**src/include/lesr_regs.svh**
```systemverilog
`ifndef LESR_REGS_SVH
`define LESR_REGS_SVH

// Register offsets
`define LESR_EQ_STATE_READBACK_ADDR 8'h3B
`define LESR_SERIAL_FAULT_CTL_ADDR 8'h41
`define LESR_FAST_SIDE_CHAN_ADDR 8'h43
`define LESR_EQ_MANUAL_ADDR 8'h44
`define LESR_EQ_START_LEVEL_ADDR 8'h45
`define LESR_LOOP_SOURCE_ADDR 8'h52

// Reset values
`define LESR_SERIAL_FAULT_CTL_RST 8'h03
`define LESR_FAST_SIDE_CHAN_RST 8'h00
`define LESR_EQ_MANUAL_RST 8'h60
`define LESR_EQ_START_LEVEL_RST 8'h88
`define LESR_LOOP_SOURCE_RST 8'h00

// Field positions
`define LESR_FAULT_ENABLE_BIT 4
`define LESR_FAULT_THRESH_MSB 3
`define LESR_FAULT_THRESH_LSB 0
`define LESR_MISO_MODE_BIT 4
`define LESR_CPOL_BIT 3
`define LESR_MODE_MSB 2
`define LESR_MODE_LSB 0
`define LESR_EQ_UPPER_MSB 7
`define LESR_EQ_UPPER_LSB 5
`define LESR_EQ_LOWER_MSB 3
`define LESR_EQ_LOWER_LSB 1
`define LESR_EQ_ADAPT_OFF_BIT 0
`define LESR_FLOOR_MSB 3
`define LESR_FLOOR_LSB 0
`define LESR_LOOP_SOURCE_BIT 7
`define LESR_EQ_VALUE_MSB 5

`endif

```
**src/include/lesr_pkg.sv**
```systemverilog
package lesr_pkg;

   typedef logic [7:0] lesr_byte_t;
   typedef logic [5:0] lesr_eq_t;
   typedef logic [3:0] lesr_nib_t;

   typedef enum logic [2:0] {
      LESR_MODE_GPIO_NORMAL = 3'h0,
      LESR_MODE_GPIO_HS1 = 3'h1,
      LESR_MODE_GPIO_HS2 = 3'h2,
      LESR_MODE_GPIO_HS4 = 3'h3,
      LESR_MODE_SPI_FWD_NORMAL = 3'h4,
      LESR_MODE_SPI_REV_NORMAL = 3'h5,
      LESR_MODE_SPI_FWD_HS = 3'h6,
      LESR_MODE_SPI_REV_HS = 3'h7
   } lesr_mode_t;

   typedef enum {
      LESR_GUARD_UNLOCKED,
      LESR_GUARD_LOCKED
   } lesr_guard_state_t;

endpackage

```
**src/rtl/lesr_err_guard.sv**
```systemverilog
`timescale 1ns/1ps
`include "lesr_regs.svh"

module lesr_err_guard
   import lesr_pkg::*;
#(
   parameter int CNT_W = 4
) (
   // Clock and reset
   input wire logic sys_clk,
   input wire logic reset_n,
   // Control
   input wire logic count_enable,
   input wire logic [CNT_W-1:0] threshold,
   // Link monitors
   input wire logic link_locked,
   input wire logic clk0_error,
   input wire logic clk1_error,
   input wire logic data_lane_monitor_error,
   // Result
   output logic lock_drop,
   output logic [CNT_W-1:0] fault_count
);
   import lesr_pkg::*;

   lesr_guard_state_t state_q;
   logic [CNT_W-1:0] count_q;
   logic any_error;
   logic reached;

   // Any of the three monitored channels flags one error per cycle
   assign any_error = clk0_error | clk1_error | data_lane_monitor_error; // RULE2
   assign reached = (CNT_W'(count_q + 1'b1) >= threshold) || (count_q == '1);
   // Drop lock at threshold when counting, else on the first error
   assign lock_drop = (state_q == LESR_GUARD_LOCKED) && any_error
      && (!count_enable || reached); // RULE2 RULE3
   assign fault_count = count_q;

   always_ff @(posedge sys_clk) begin
      if (!reset_n) begin
         state_q <= LESR_GUARD_UNLOCKED;
      end else begin
         unique case (state_q)
            LESR_GUARD_UNLOCKED: begin
               if (link_locked) begin
                  state_q <= LESR_GUARD_LOCKED;
               end
            end
            LESR_GUARD_LOCKED: begin
               if (lock_drop || !link_locked) begin
                  state_q <= LESR_GUARD_UNLOCKED;
               end
            end
         endcase
      end
   end

   always_ff @(posedge sys_clk) begin
      if (!reset_n) begin
         count_q <= '0;
      end else if (!count_enable || state_q != LESR_GUARD_LOCKED || lock_drop) begin
         count_q <= '0; // RULE17
      end else if (any_error) begin
         count_q <= CNT_W'(count_q + 1'b1); // RULE1 RULE2
      end
   end

endmodule

```
**src/rtl/lesr_link_eq_sidechannel_regs.sv**
```systemverilog
// Behaviour
// RULE1 - Bit 4 enables link error counting
// RULE2 - Count errors on three channels, threshold drop
// RULE3 - Counting off: first error drops lock
// RULE4 - Reverse SPI output tristated unless selected
// RULE5 - Polarity bit picks SPI drive/sample edges
// RULE6 - Mode codes 000-011 select GPIO modes
// RULE7 - Mode codes 100-111 select SPI modes
// RULE8 - Bypass applies fixed six-bit manual setting
// RULE9 - Adaptation starts from programmable floor, reset 8
// RULE10 - Port-1 select retargets floor register writes
// RULE11 - Source bit picks primary or secondary input
// RULE12 - Software enables loop driver before output appears
// RULE13 - Software keeps source bit matching companion field
// RULE14 - Status shows six-bit current equalizer value
// RULE15 - Floor used only with override and apply
// RULE16 - Port select steers register writes and reads
// RULE17 - Error counter clears when off or relocking
`timescale 1ns/1ps
`include "lesr_regs.svh"

module lesr_link_eq_sidechannel_regs
   import lesr_pkg::*;
(
   // Clock and reset
   input wire logic sys_clk,
   input wire logic reset_n,
   // Register access port
   input wire logic reg_wr,
   input wire logic reg_rd,
   input wire lesr_pkg::lesr_byte_t reg_addr,
   input wire lesr_pkg::lesr_byte_t reg_wdata,
   output lesr_pkg::lesr_byte_t reg_rdata,
   output logic reg_rvalid,
   // Port selection and neighbouring control bits
   input wire logic port0_sel,
   input wire logic second_port_access,
   input wire logic eq_floor_override,
   input wire logic eq_floor_apply,
   input wire logic loop_driver_enable,
   // Link error monitoring
   input wire logic link_locked,
   input wire logic clk0_error,
   input wire logic clk1_error,
   input wire logic data_lane_monitor_error,
   output logic lock_drop,
   // Adaptive equalizer, one lane per input port
   input wire lesr_pkg::lesr_eq_t equalizer_current_value_p0,
   input wire lesr_pkg::lesr_eq_t equalizer_current_value_p1,
   output lesr_pkg::lesr_eq_t eq_setting_p0,
   output lesr_pkg::lesr_eq_t eq_setting_p1,
   output logic eq_adapt_off_p0,
   output logic eq_adapt_off_p1,
   output lesr_pkg::lesr_nib_t eq_start_floor_p0,
   output lesr_pkg::lesr_nib_t eq_start_floor_p1,
   output logic eq_floor_active,
   // Side channel
   output lesr_pkg::lesr_mode_t side_channel_mode,
   output logic side_channel_spi,
   output logic side_channel_reverse,
   output logic side_channel_high_speed,
   output logic [2:0] side_channel_gpio_count,
   output logic serial_clock_polarity,
   // SPI pins
   input wire logic spi_sclk_pin,
   input wire logic spi_sel_n_pin,
   input wire logic spi_miso_data,
   output logic spi_miso_out,
   output logic spi_miso_oe_n,
   output logic spi_drive_edge,
   output logic spi_sample_edge,
   // Loop-through
   input wire logic primary_input,
   input wire logic secondary_input,
   output logic loop_through_out
);
   import lesr_pkg::*;

   lesr_byte_t fault_ctl_q;
   lesr_byte_t side_chan_q;
   lesr_byte_t loop_src_q;
   lesr_byte_t eq_manual_q [2];
   lesr_byte_t eq_level_q [2];
   logic [1:0] wr_port;
   logic rd_port;
   logic [1:0] sclk_sync_q;
   logic [1:0] sel_n_sync_q;
   logic sclk_prev_q;
   logic sclk_rise;
   logic sclk_fall;
   logic miso_tristate;
   lesr_byte_t rd_mux;

   function automatic lesr_eq_t manual_value(input lesr_byte_t r);
      manual_value = {r[`LESR_EQ_UPPER_MSB:`LESR_EQ_UPPER_LSB],
                      r[`LESR_EQ_LOWER_MSB:`LESR_EQ_LOWER_LSB]}; // RULE8
   endfunction

   function automatic lesr_eq_t eq_applied(input lesr_byte_t r, input lesr_eq_t adaptive);
      eq_applied = r[`LESR_EQ_ADAPT_OFF_BIT] ? manual_value(r) : adaptive; // RULE8
   endfunction

   // Port steering: writes hit every selected port, reads prefer port 1
   assign wr_port = {second_port_access, port0_sel}; // RULE16 RULE10
   assign rd_port = second_port_access; // RULE16

   // Shared registers
   always_ff @(posedge sys_clk) begin
      if (!reset_n) begin
         fault_ctl_q <= `LESR_SERIAL_FAULT_CTL_RST;
         side_chan_q <= `LESR_FAST_SIDE_CHAN_RST;
         loop_src_q <= `LESR_LOOP_SOURCE_RST;
      end else if (reg_wr) begin
         unique case (reg_addr)
            `LESR_SERIAL_FAULT_CTL_ADDR: fault_ctl_q <= reg_wdata; // RULE1
            `LESR_FAST_SIDE_CHAN_ADDR: side_chan_q <= reg_wdata;
            `LESR_LOOP_SOURCE_ADDR: loop_src_q <= reg_wdata;
            default: ;
         endcase
      end
   end

   // Per-port equalizer registers
   always_ff @(posedge sys_clk) begin
      if (!reset_n) begin
         for (int p = 0; p < 2; p++) begin
            eq_manual_q[p] <= `LESR_EQ_MANUAL_RST;
            eq_level_q[p] <= `LESR_EQ_START_LEVEL_RST; // RULE9
         end
      end else if (reg_wr) begin
         for (int p = 0; p < 2; p++) begin
            if (wr_port[p] && reg_addr == `LESR_EQ_MANUAL_ADDR) begin
               eq_manual_q[p] <= reg_wdata;
            end
            if (wr_port[p] && reg_addr == `LESR_EQ_START_LEVEL_ADDR) begin
               eq_level_q[p] <= reg_wdata; // RULE10
            end
         end
      end
   end

   // Read mux; unmapped addresses read zero
   always_comb begin
      rd_mux = 8'h00;
      unique case (reg_addr)
         `LESR_EQ_STATE_READBACK_ADDR: begin
            rd_mux = {2'h0, rd_port ? equalizer_current_value_p1 : equalizer_current_value_p0}; // RULE14
         end
         `LESR_SERIAL_FAULT_CTL_ADDR: rd_mux = fault_ctl_q;
         `LESR_FAST_SIDE_CHAN_ADDR: rd_mux = side_chan_q;
         `LESR_EQ_MANUAL_ADDR: rd_mux = eq_manual_q[rd_port]; // RULE16
         `LESR_EQ_START_LEVEL_ADDR: rd_mux = eq_level_q[rd_port]; // RULE16
         `LESR_LOOP_SOURCE_ADDR: rd_mux = loop_src_q;
         default: rd_mux = 8'h00;
      endcase
   end

   always_ff @(posedge sys_clk) begin
      if (!reset_n) begin
         reg_rdata <= 8'h00;
         reg_rvalid <= 1'b0;
      end else begin
         reg_rvalid <= reg_rd;
         if (reg_rd) begin
            reg_rdata <= rd_mux;
         end
      end
   end

   // Link error guard
   lesr_err_guard #(
      .CNT_W(4)
   ) u_err_guard (
      .sys_clk(sys_clk),
      .reset_n(reset_n),
      .count_enable(fault_ctl_q[`LESR_FAULT_ENABLE_BIT]), // RULE1
      .threshold(fault_ctl_q[`LESR_FAULT_THRESH_MSB:`LESR_FAULT_THRESH_LSB]), // RULE2
      .link_locked(link_locked),
      .clk0_error(clk0_error),
      .clk1_error(clk1_error),
      .data_lane_monitor_error(data_lane_monitor_error),
      .lock_drop(lock_drop),
      .fault_count()
   );

   // Equalizer controls
   always_ff @(posedge sys_clk) begin
      if (!reset_n) begin
         eq_setting_p0 <= '0;
         eq_setting_p1 <= '0;
         eq_adapt_off_p0 <= 1'b0;
         eq_adapt_off_p1 <= 1'b0;
         eq_start_floor_p0 <= '0;
         eq_start_floor_p1 <= '0;
         eq_floor_active <= 1'b0;
      end else begin
         eq_setting_p0 <= eq_applied(eq_manual_q[0], equalizer_current_value_p0); // RULE8
         eq_setting_p1 <= eq_applied(eq_manual_q[1], equalizer_current_value_p1); // RULE8
         eq_adapt_off_p0 <= eq_manual_q[0][`LESR_EQ_ADAPT_OFF_BIT];
         eq_adapt_off_p1 <= eq_manual_q[1][`LESR_EQ_ADAPT_OFF_BIT];
         eq_start_floor_p0 <= eq_level_q[0][`LESR_FLOOR_MSB:`LESR_FLOOR_LSB]; // RULE9
         eq_start_floor_p1 <= eq_level_q[1][`LESR_FLOOR_MSB:`LESR_FLOOR_LSB]; // RULE9
         eq_floor_active <= eq_floor_override & eq_floor_apply; // RULE15
      end
   end

   // Side channel mode decode
   assign side_channel_mode = lesr_mode_t'(side_chan_q[`LESR_MODE_MSB:`LESR_MODE_LSB]);
   assign serial_clock_polarity = side_chan_q[`LESR_CPOL_BIT];

   always_ff @(posedge sys_clk) begin
      if (!reset_n) begin
         side_channel_spi <= 1'b0;
         side_channel_reverse <= 1'b0;
         side_channel_high_speed <= 1'b0;
         side_channel_gpio_count <= 3'h0;
      end else begin
         side_channel_spi <= 1'b0;
         side_channel_reverse <= 1'b0;
         side_channel_high_speed <= 1'b0;
         side_channel_gpio_count <= 3'h0;
         unique case (side_channel_mode)
            LESR_MODE_GPIO_NORMAL: side_channel_gpio_count <= 3'h0; // RULE6
            LESR_MODE_GPIO_HS1: begin
               side_channel_high_speed <= 1'b1;
               side_channel_gpio_count <= 3'h1; // RULE6
            end
            LESR_MODE_GPIO_HS2: begin
               side_channel_high_speed <= 1'b1;
               side_channel_gpio_count <= 3'h2; // RULE6
            end
            LESR_MODE_GPIO_HS4: begin
               side_channel_high_speed <= 1'b1;
               side_channel_gpio_count <= 3'h4; // RULE6
            end
            LESR_MODE_SPI_FWD_NORMAL: side_channel_spi <= 1'b1; // RULE7
            LESR_MODE_SPI_REV_NORMAL: begin
               side_channel_spi <= 1'b1;
               side_channel_reverse <= 1'b1; // RULE7
            end
            LESR_MODE_SPI_FWD_HS: begin
               side_channel_spi <= 1'b1;
               side_channel_high_speed <= 1'b1; // RULE7
            end
            LESR_MODE_SPI_REV_HS: begin
               side_channel_spi <= 1'b1;
               side_channel_reverse <= 1'b1;
               side_channel_high_speed <= 1'b1; // RULE7
            end
         endcase
      end
   end

   // SPI pin synchronisers
   always_ff @(posedge sys_clk) begin
      if (!reset_n) begin
         sclk_sync_q <= 2'h0;
         sel_n_sync_q <= 2'h3;
         sclk_prev_q <= 1'b0;
      end else begin
         sclk_sync_q <= {sclk_sync_q[0], spi_sclk_pin};
         sel_n_sync_q <= {sel_n_sync_q[0], spi_sel_n_pin};
         sclk_prev_q <= sclk_sync_q[1];
      end
   end

   assign sclk_rise = sclk_sync_q[1] & ~sclk_prev_q;
   assign sclk_fall = ~sclk_sync_q[1] & sclk_prev_q;
   // Polarity 0: drive on fall, sample on rise; 1 the reverse
   assign spi_drive_edge = serial_clock_polarity ? sclk_rise : sclk_fall; // RULE5
   assign spi_sample_edge = serial_clock_polarity ? sclk_fall : sclk_rise; // RULE5

   assign miso_tristate = side_chan_q[`LESR_MISO_MODE_BIT] & sel_n_sync_q[1]; // RULE4

   always_ff @(posedge sys_clk) begin
      if (!reset_n) begin
         spi_miso_out <= 1'b0;
         spi_miso_oe_n <= 1'b1;
      end else begin
         if (side_channel_spi && side_channel_reverse && spi_drive_edge) begin
            spi_miso_out <= spi_miso_data; // RULE5
         end
         spi_miso_oe_n <= ~(side_channel_spi && side_channel_reverse && !miso_tristate); // RULE4
      end
   end

   // Loop-through source, gated by the driver enable
   always_ff @(posedge sys_clk) begin
      if (!reset_n) begin
         loop_through_out <= 1'b0;
      end else if (loop_driver_enable) begin // RULE12
         loop_through_out <= loop_src_q[`LESR_LOOP_SOURCE_BIT] ? secondary_input : primary_input; // RULE11
      end else begin
         loop_through_out <= 1'b0;
      end
   end

endmodule

```
**config.mk**
```make
export PLATFORM = sky130hd
export DESIGN_NAME = lesr_link_eq_sidechannel_regs
export DESIGN_NICKNAME = d
export VERILOG_FILES = /design/src/include/lesr_pkg.sv /design/src/rtl/lesr_err_guard.sv /design/src/rtl/lesr_link_eq_sidechannel_regs.sv
export VERILOG_INCLUDE_DIRS = /design/src /design/src/include
export SDC_FILE = /design/constraint.sdc
export NUM_CORES = 1
export LEC_CHECK = 0
export BUFFER_PORTS_ARGS = -buffer_cell sky130_fd_sc_hd__buf_2
export CORE_MARGIN = 2
export CORE_UTILIZATION = 51
export CTS_BUF_LIST = sky130_fd_sc_hd__clkbuf_2
export DETAILED_ROUTE_END_ITERATION = 10
export HOLD_SLACK_MARGIN = 0.08
export PLACE_DENSITY = 0.82
export SLEW_MARGIN = 30
export SYNTH_ARGS = -nofsm -noshare
export SYNTH_HDL_FRONTEND = slang
export SYNTH_SLANG_ARGS = --single-unit
```
**constraint.sdc**
```tcl
create_clock -name sys_clk -period 2.5 [get_ports sys_clk]
set_input_delay 0.5 -clock sys_clk [delete_from_list [all_inputs] [get_ports sys_clk]]
set_output_delay 0.5 -clock sys_clk [all_outputs]
set_load 0.02 [all_outputs]
```
==> impl_metrics.yaml <==
clock_tree:
  tritoncts: "done"
  clk_root_buf: "sky130_fd_sc_hd__clkbuf_2"
  tritoncts.num_buffers: 9
  clock_latency_ns: 0.56
  tritoncts_num_sinks: 107
  worst_setup_hold_path_clk_slew_ns: 0.27
  cts_buffer_depth: 2
  htreeDepth: 3
route:
  route.detailed.vias_per_inst: 5.41
  drt-wirelength-per-cell_um: 16.7
  detailroute.via_count: 3372
  initialDrtViolationCount: 243
  routed_wirelength_mm: 10.4
  route.antenna.remaining_nets: 0
  dr.pass1.iters: 6
  remaining_drc_errors: 0
timing:
  max_freq_mhz: 381
  min_period_over_period_pct: 105
  skew_ns: 0.0333
  shortest_clock_period_the_worst_path_allows_after_layout_ns: 2.62
  setup_violating_endpoint_count_in_the_final_report: 1
  fin_setup_tns_ns: -0.124
  max_slew_margin_pct: 49.6
  count_of_pins_over_their_slew_limit: 0
  grt_setup_unrepaired: "yes"
  finalHoldViolCount: 0
  worstMarginPinSlew_ns: 0.748
  final_critical_path_setup_slack_ns: -0.124
synthesis:
  syn-num-nets: 461
  yosysMostFrequentCell: "sky130_fd_sc_hd__dfxtp_1"
  syn_area_um2: 4550
  yosys.cell_types.count: 42
  synth-simple-area-share_pct: 18.9
  synth.largest_area_cell: "sky130_fd_sc_hd__dfxtp_1"
  synth_common_cells: "sky130_fd_sc_hd__dfxtp_1, sky130_fd_sc_hd__mux2i_1, sky130_fd_sc_hd__edfxtp_1"
  synthXorXnorAreaFrac_pct: 0.963
  syn_avg_cell_area_um2: 11.1
  syn-instance-count: 410
  post_synth_fa_ha_maj_area_fraction_pct: 1.38
  synth_area_in_compound_gates_pct: 9.02
  synth_enable_flop_cells: 32
  yosys_warnings: 0
  ys_ff_latch: 107
  synth_top_family_by_area: "simple AND/OR/NAND/NOR gates"
  ys_top_cells_by_area: "sky130_fd_sc_hd__dfxtp_1, sky130_fd_sc_hd__edfxtp_1, sky130_fd_sc_hd__mux2i_1"
  async_flop_share_pct: 0
  portion_of_netlist_area_occupied_by_mux_cells_pct: 12.2
  ys_seq_area_share_pct: 54.1
  ys_dominant_reg_cell: "sky130_fd_sc_hd__dfxtp_1"
  synth_top_area_share_pct: 33.0
final_layout:
  synthToLayoutAreaGrowth_pct: 18.2
  final_layout_size_suffix_gt1_share_pct: 30.5
  numnets_final: 561
  antennaDiodeCount: 0
worst_setup_path:
  worst_ep_required_time_ns: 2.00
  cp.arrival_ns: 2.12
  path_class: "reg -> out"
  critical_path_buffers_and_inverters: 1
  timing.critical_path.from: "u_err_guard.fault_count[0]"
  critical_path_startpoint_category: "register"
  worstPathMaxFanout: 2
  critical_path_depth: 7
  r2r.worst_path.cells: 9
  critPathSlowestCell: "sky130_fd_sc_hd__dfxtp_4"
  worst_path_most_repeated_cell: "sky130_fd_sc_hd__ha_4"
  startpoint_of_the_worst_slack_reg_to_reg_timing_path: "u_err_guard.fault_count[0]"
  end_kind: "primary output"
  critical-path-max-stage-delay_ns: 0.42
  gate_family_responsible_for_the_most_delay_along_the_worst_path: "adder cells"
  ff2ff_setup_slack_ns: 0.79
  crit_path_cell_trace: "ha_4, ha_4, a21boi_2, o21ai_1, a21oi_2, and2_4, buf_6"
power_and_ir_drop:
  switching_fraction_pct: 26.1
  power.clock.fraction_pct: 27.0
  power.density_nw_per_um2: 558
  total_leakage_power_nw: 2.33
  cell_internal_pwr_w: 0.00222
  combinational_group_share_of_total_power_pct: 10.4
  ir_worst_vdd_mv: 0.266
  p_switching_w: 0.000781
  seq_power_share_pct: 62.6
  finalPower_w: 0.00300
die:
  placeable_area_um2: 8680
  die_area_um2: 9690
  floorplan.initialDensity_pct: 52.4
  placementRows: 34
  die_h_um: 98.4
  design.portCount: 94
  die_width_um: 98.4
grt:
  wire_length_of_the_first_global_routing_pass_mm: 16.2
  grt_use_total_pct: 21.5
  vias_in_the_first_global_route: 3179
  antenna_found_initial: 0
  grt_max_degree: 40
  grt-ovfl-total: 0
status:
  violations: "negative setup slack"
  status: "finished, violations left"
place:
  gp_congestion: 0.831
  numPortBuffers: 93
  dp_hpwl_mm: 7.61
worst_hold_path:
  timing.hold.worst.class: "in -> reg"
  worstHoldPathCells: 3
  min_from: "link_locked"
run:
  max-cap-violations: 0
cells in the final DEF (no fill, tap or decap), types with 2 or more instances in the layout:
master,instances
sky130_fd_sc_hd__mux2_2,6
sky130_fd_sc_hd__a21oi_1,9
sky130_fd_sc_hd__inv_4,2
sky130_fd_sc_hd__dfxtp_1,72
sky130_fd_sc_hd__xor2_1,2
sky130_fd_sc_hd__clkbuf_2,9
sky130_fd_sc_hd__edfxtp_1,32
sky130_fd_sc_hd__a21boi_1,8
sky130_fd_sc_hd__xnor2_1,2
sky130_fd_sc_hd__nor2b_1,29
sky130_fd_sc_hd__a22oi_1,8
sky130_fd_sc_hd__and2_1,27
sky130_fd_sc_hd__mux2i_1,44
sky130_fd_sc_hd__and3_1,3
sky130_fd_sc_hd__mux4_2,2
sky130_fd_sc_hd__dfxtp_4,2
sky130_fd_sc_hd__nand3b_1,4
sky130_fd_sc_hd__dlygate4sd3_1,3
sky130_fd_sc_hd__buf_6,2
sky130_fd_sc_hd__nand2b_1,5
sky130_fd_sc_hd__ha_1,2
sky130_fd_sc_hd__nand2_1,28
sky130_fd_sc_hd__inv_1,6
sky130_fd_sc_hd__a31oi_1,5
sky130_fd_sc_hd__a21boi_0,3
sky130_fd_sc_hd__nor3_4,3
sky130_fd_sc_hd__or3_1,5
sky130_fd_sc_hd__ha_4,2
sky130_fd_sc_hd__nand3_1,11
sky130_fd_sc_hd__nor3_1,5
sky130_fd_sc_hd__buf_2,92
sky130_fd_sc_hd__nor2_2,2
sky130_fd_sc_hd__o21ai_0,25
sky130_fd_sc_hd__nor2_1,11
sky130_fd_sc_hd__o21ai_1,4
sky130_fd_sc_hd__buf_4,17
sky130_fd_sc_hd__a41oi_1,3
worst min-delay path: cells and delay by family:
kind / cells / cell delay, ns
buffers and inverters: 1 / 0.09
AOI/OAI and AO/OA: 1 / 0.04
and+or+nand+nor: 1 / 0.05
path summary, 6_finish.rpt:
check,endpoint
worst max-delay path,lock_drop
worst min-delay path,u_err_guard.state_q[0]
worst min register to register,sel_n_sync_q[1]
worst max register to register,u_err_guard.fault_count[3]
power by group through the flow:
stage | Combinational [W] | Clock, W | Sequential, W
4_1_cts | 0.000308 | 0.000818 | 0.00188
3_3_place_gp | 0.000300 | 0 | 0.00191
2_1_floorplan | 0.000145 | 0 | 0.00194
5_1_grt | 0.000336 | 0.000895 | 0.00189
3_5_place_dp | 0.000306 | 0 | 0.00191
6_report | 0.000313 | 0.000809 | 0.00188
cell type report:
cell class | instances | area (µm²)
repair buffers | 114 | 641
clock buffers | 9 | 45.0
clock inverters | 7 | 75.1
inverters | 6 | 22.5
fillers | 737 | 3300
well taps | 108 | 135
multi-input cells | 272 | 1990
flip-flops and latches | 107 | 2470
what timing repair did:
item / 4_1_cts / 5_1_grt
gates resized for setup: 12 / 8
hold buffers: 0 / 3
gates cloned: 0 / 0
endpoints found under the setup margin: 1 / 1
setup buffers: 1 / 1
endpoints found under the hold margin: 0 / 3
pin swaps: 2 / 2
flip-flops by register name, summed over array words and instances (netlist names), 2 cells and up:
| signal | flops |
|---|---|
| eq_setting_p0 | 6 |
| eq_setting_p1 | 6 |
| eq_start_floor_p1 | 4 |
| sclk_sync_q | 2 |
| u_err_guard.fault_count | 4 |
| fault_ctl_q | 8 |
| side_channel_gpio_count | 3 |
| sel_n_sync_q | 2 |
| eq_level_q | 16 |
| side_chan_q | 8 |
| eq_manual_q | 16 |
| loop_src_q | 8 |
| reg_rdata | 8 |
| eq_start_floor_p0 | 4 |
through the flow:
step | area (µm²) | instances | setup WS [ns] | hold WS [ns] | utilization (%)
3_3_place_gp | 5130 | 602 | 0.139 | 0.396 | 59.2
5_1_grt | 5380 | 623 | -0.243 | 0.103 | 61.9
4_1_cts | 5310 | 619 | -0.172 | 0.0984 | 61.1
6_report | 5380 | 623 | -0.124 | 0.136 | 61.9
2_1_floorplan | 4550 | 410 | -0.0508 | 0.386 | -
3_5_place_dp | 5130 | 602 | 0.0522 | 0.394 | 59.2
routing by layer:
| layer | wire length [µm] | track usage, % | up-vias |
|---|---|---|---|
| li1 | - | - | 1637 |
| met1 | 4300 | 27.4 | 1570 |
| met2 | 5180 | 36.8 | 151 |
| met3 | 818 | 5.46 | 14 |
| met4 | 100 | 5.27 | 0 |
| met5 | 0 | 0 | - |
cells by family (layout without fill, tap and decap cells):
family | Yosys count | after routing
muxes | 52 | 52
DFF | 107 | 107
xor gates and xnor gates | 5 | 5
adders and majority gates | 5 | 5
and+or+nand+nor | 142 | 142
buffers and inverters | 31 | 136
AOI/OAI and AO/OA | 68 | 68
Power figures use the tool's default switching activity.
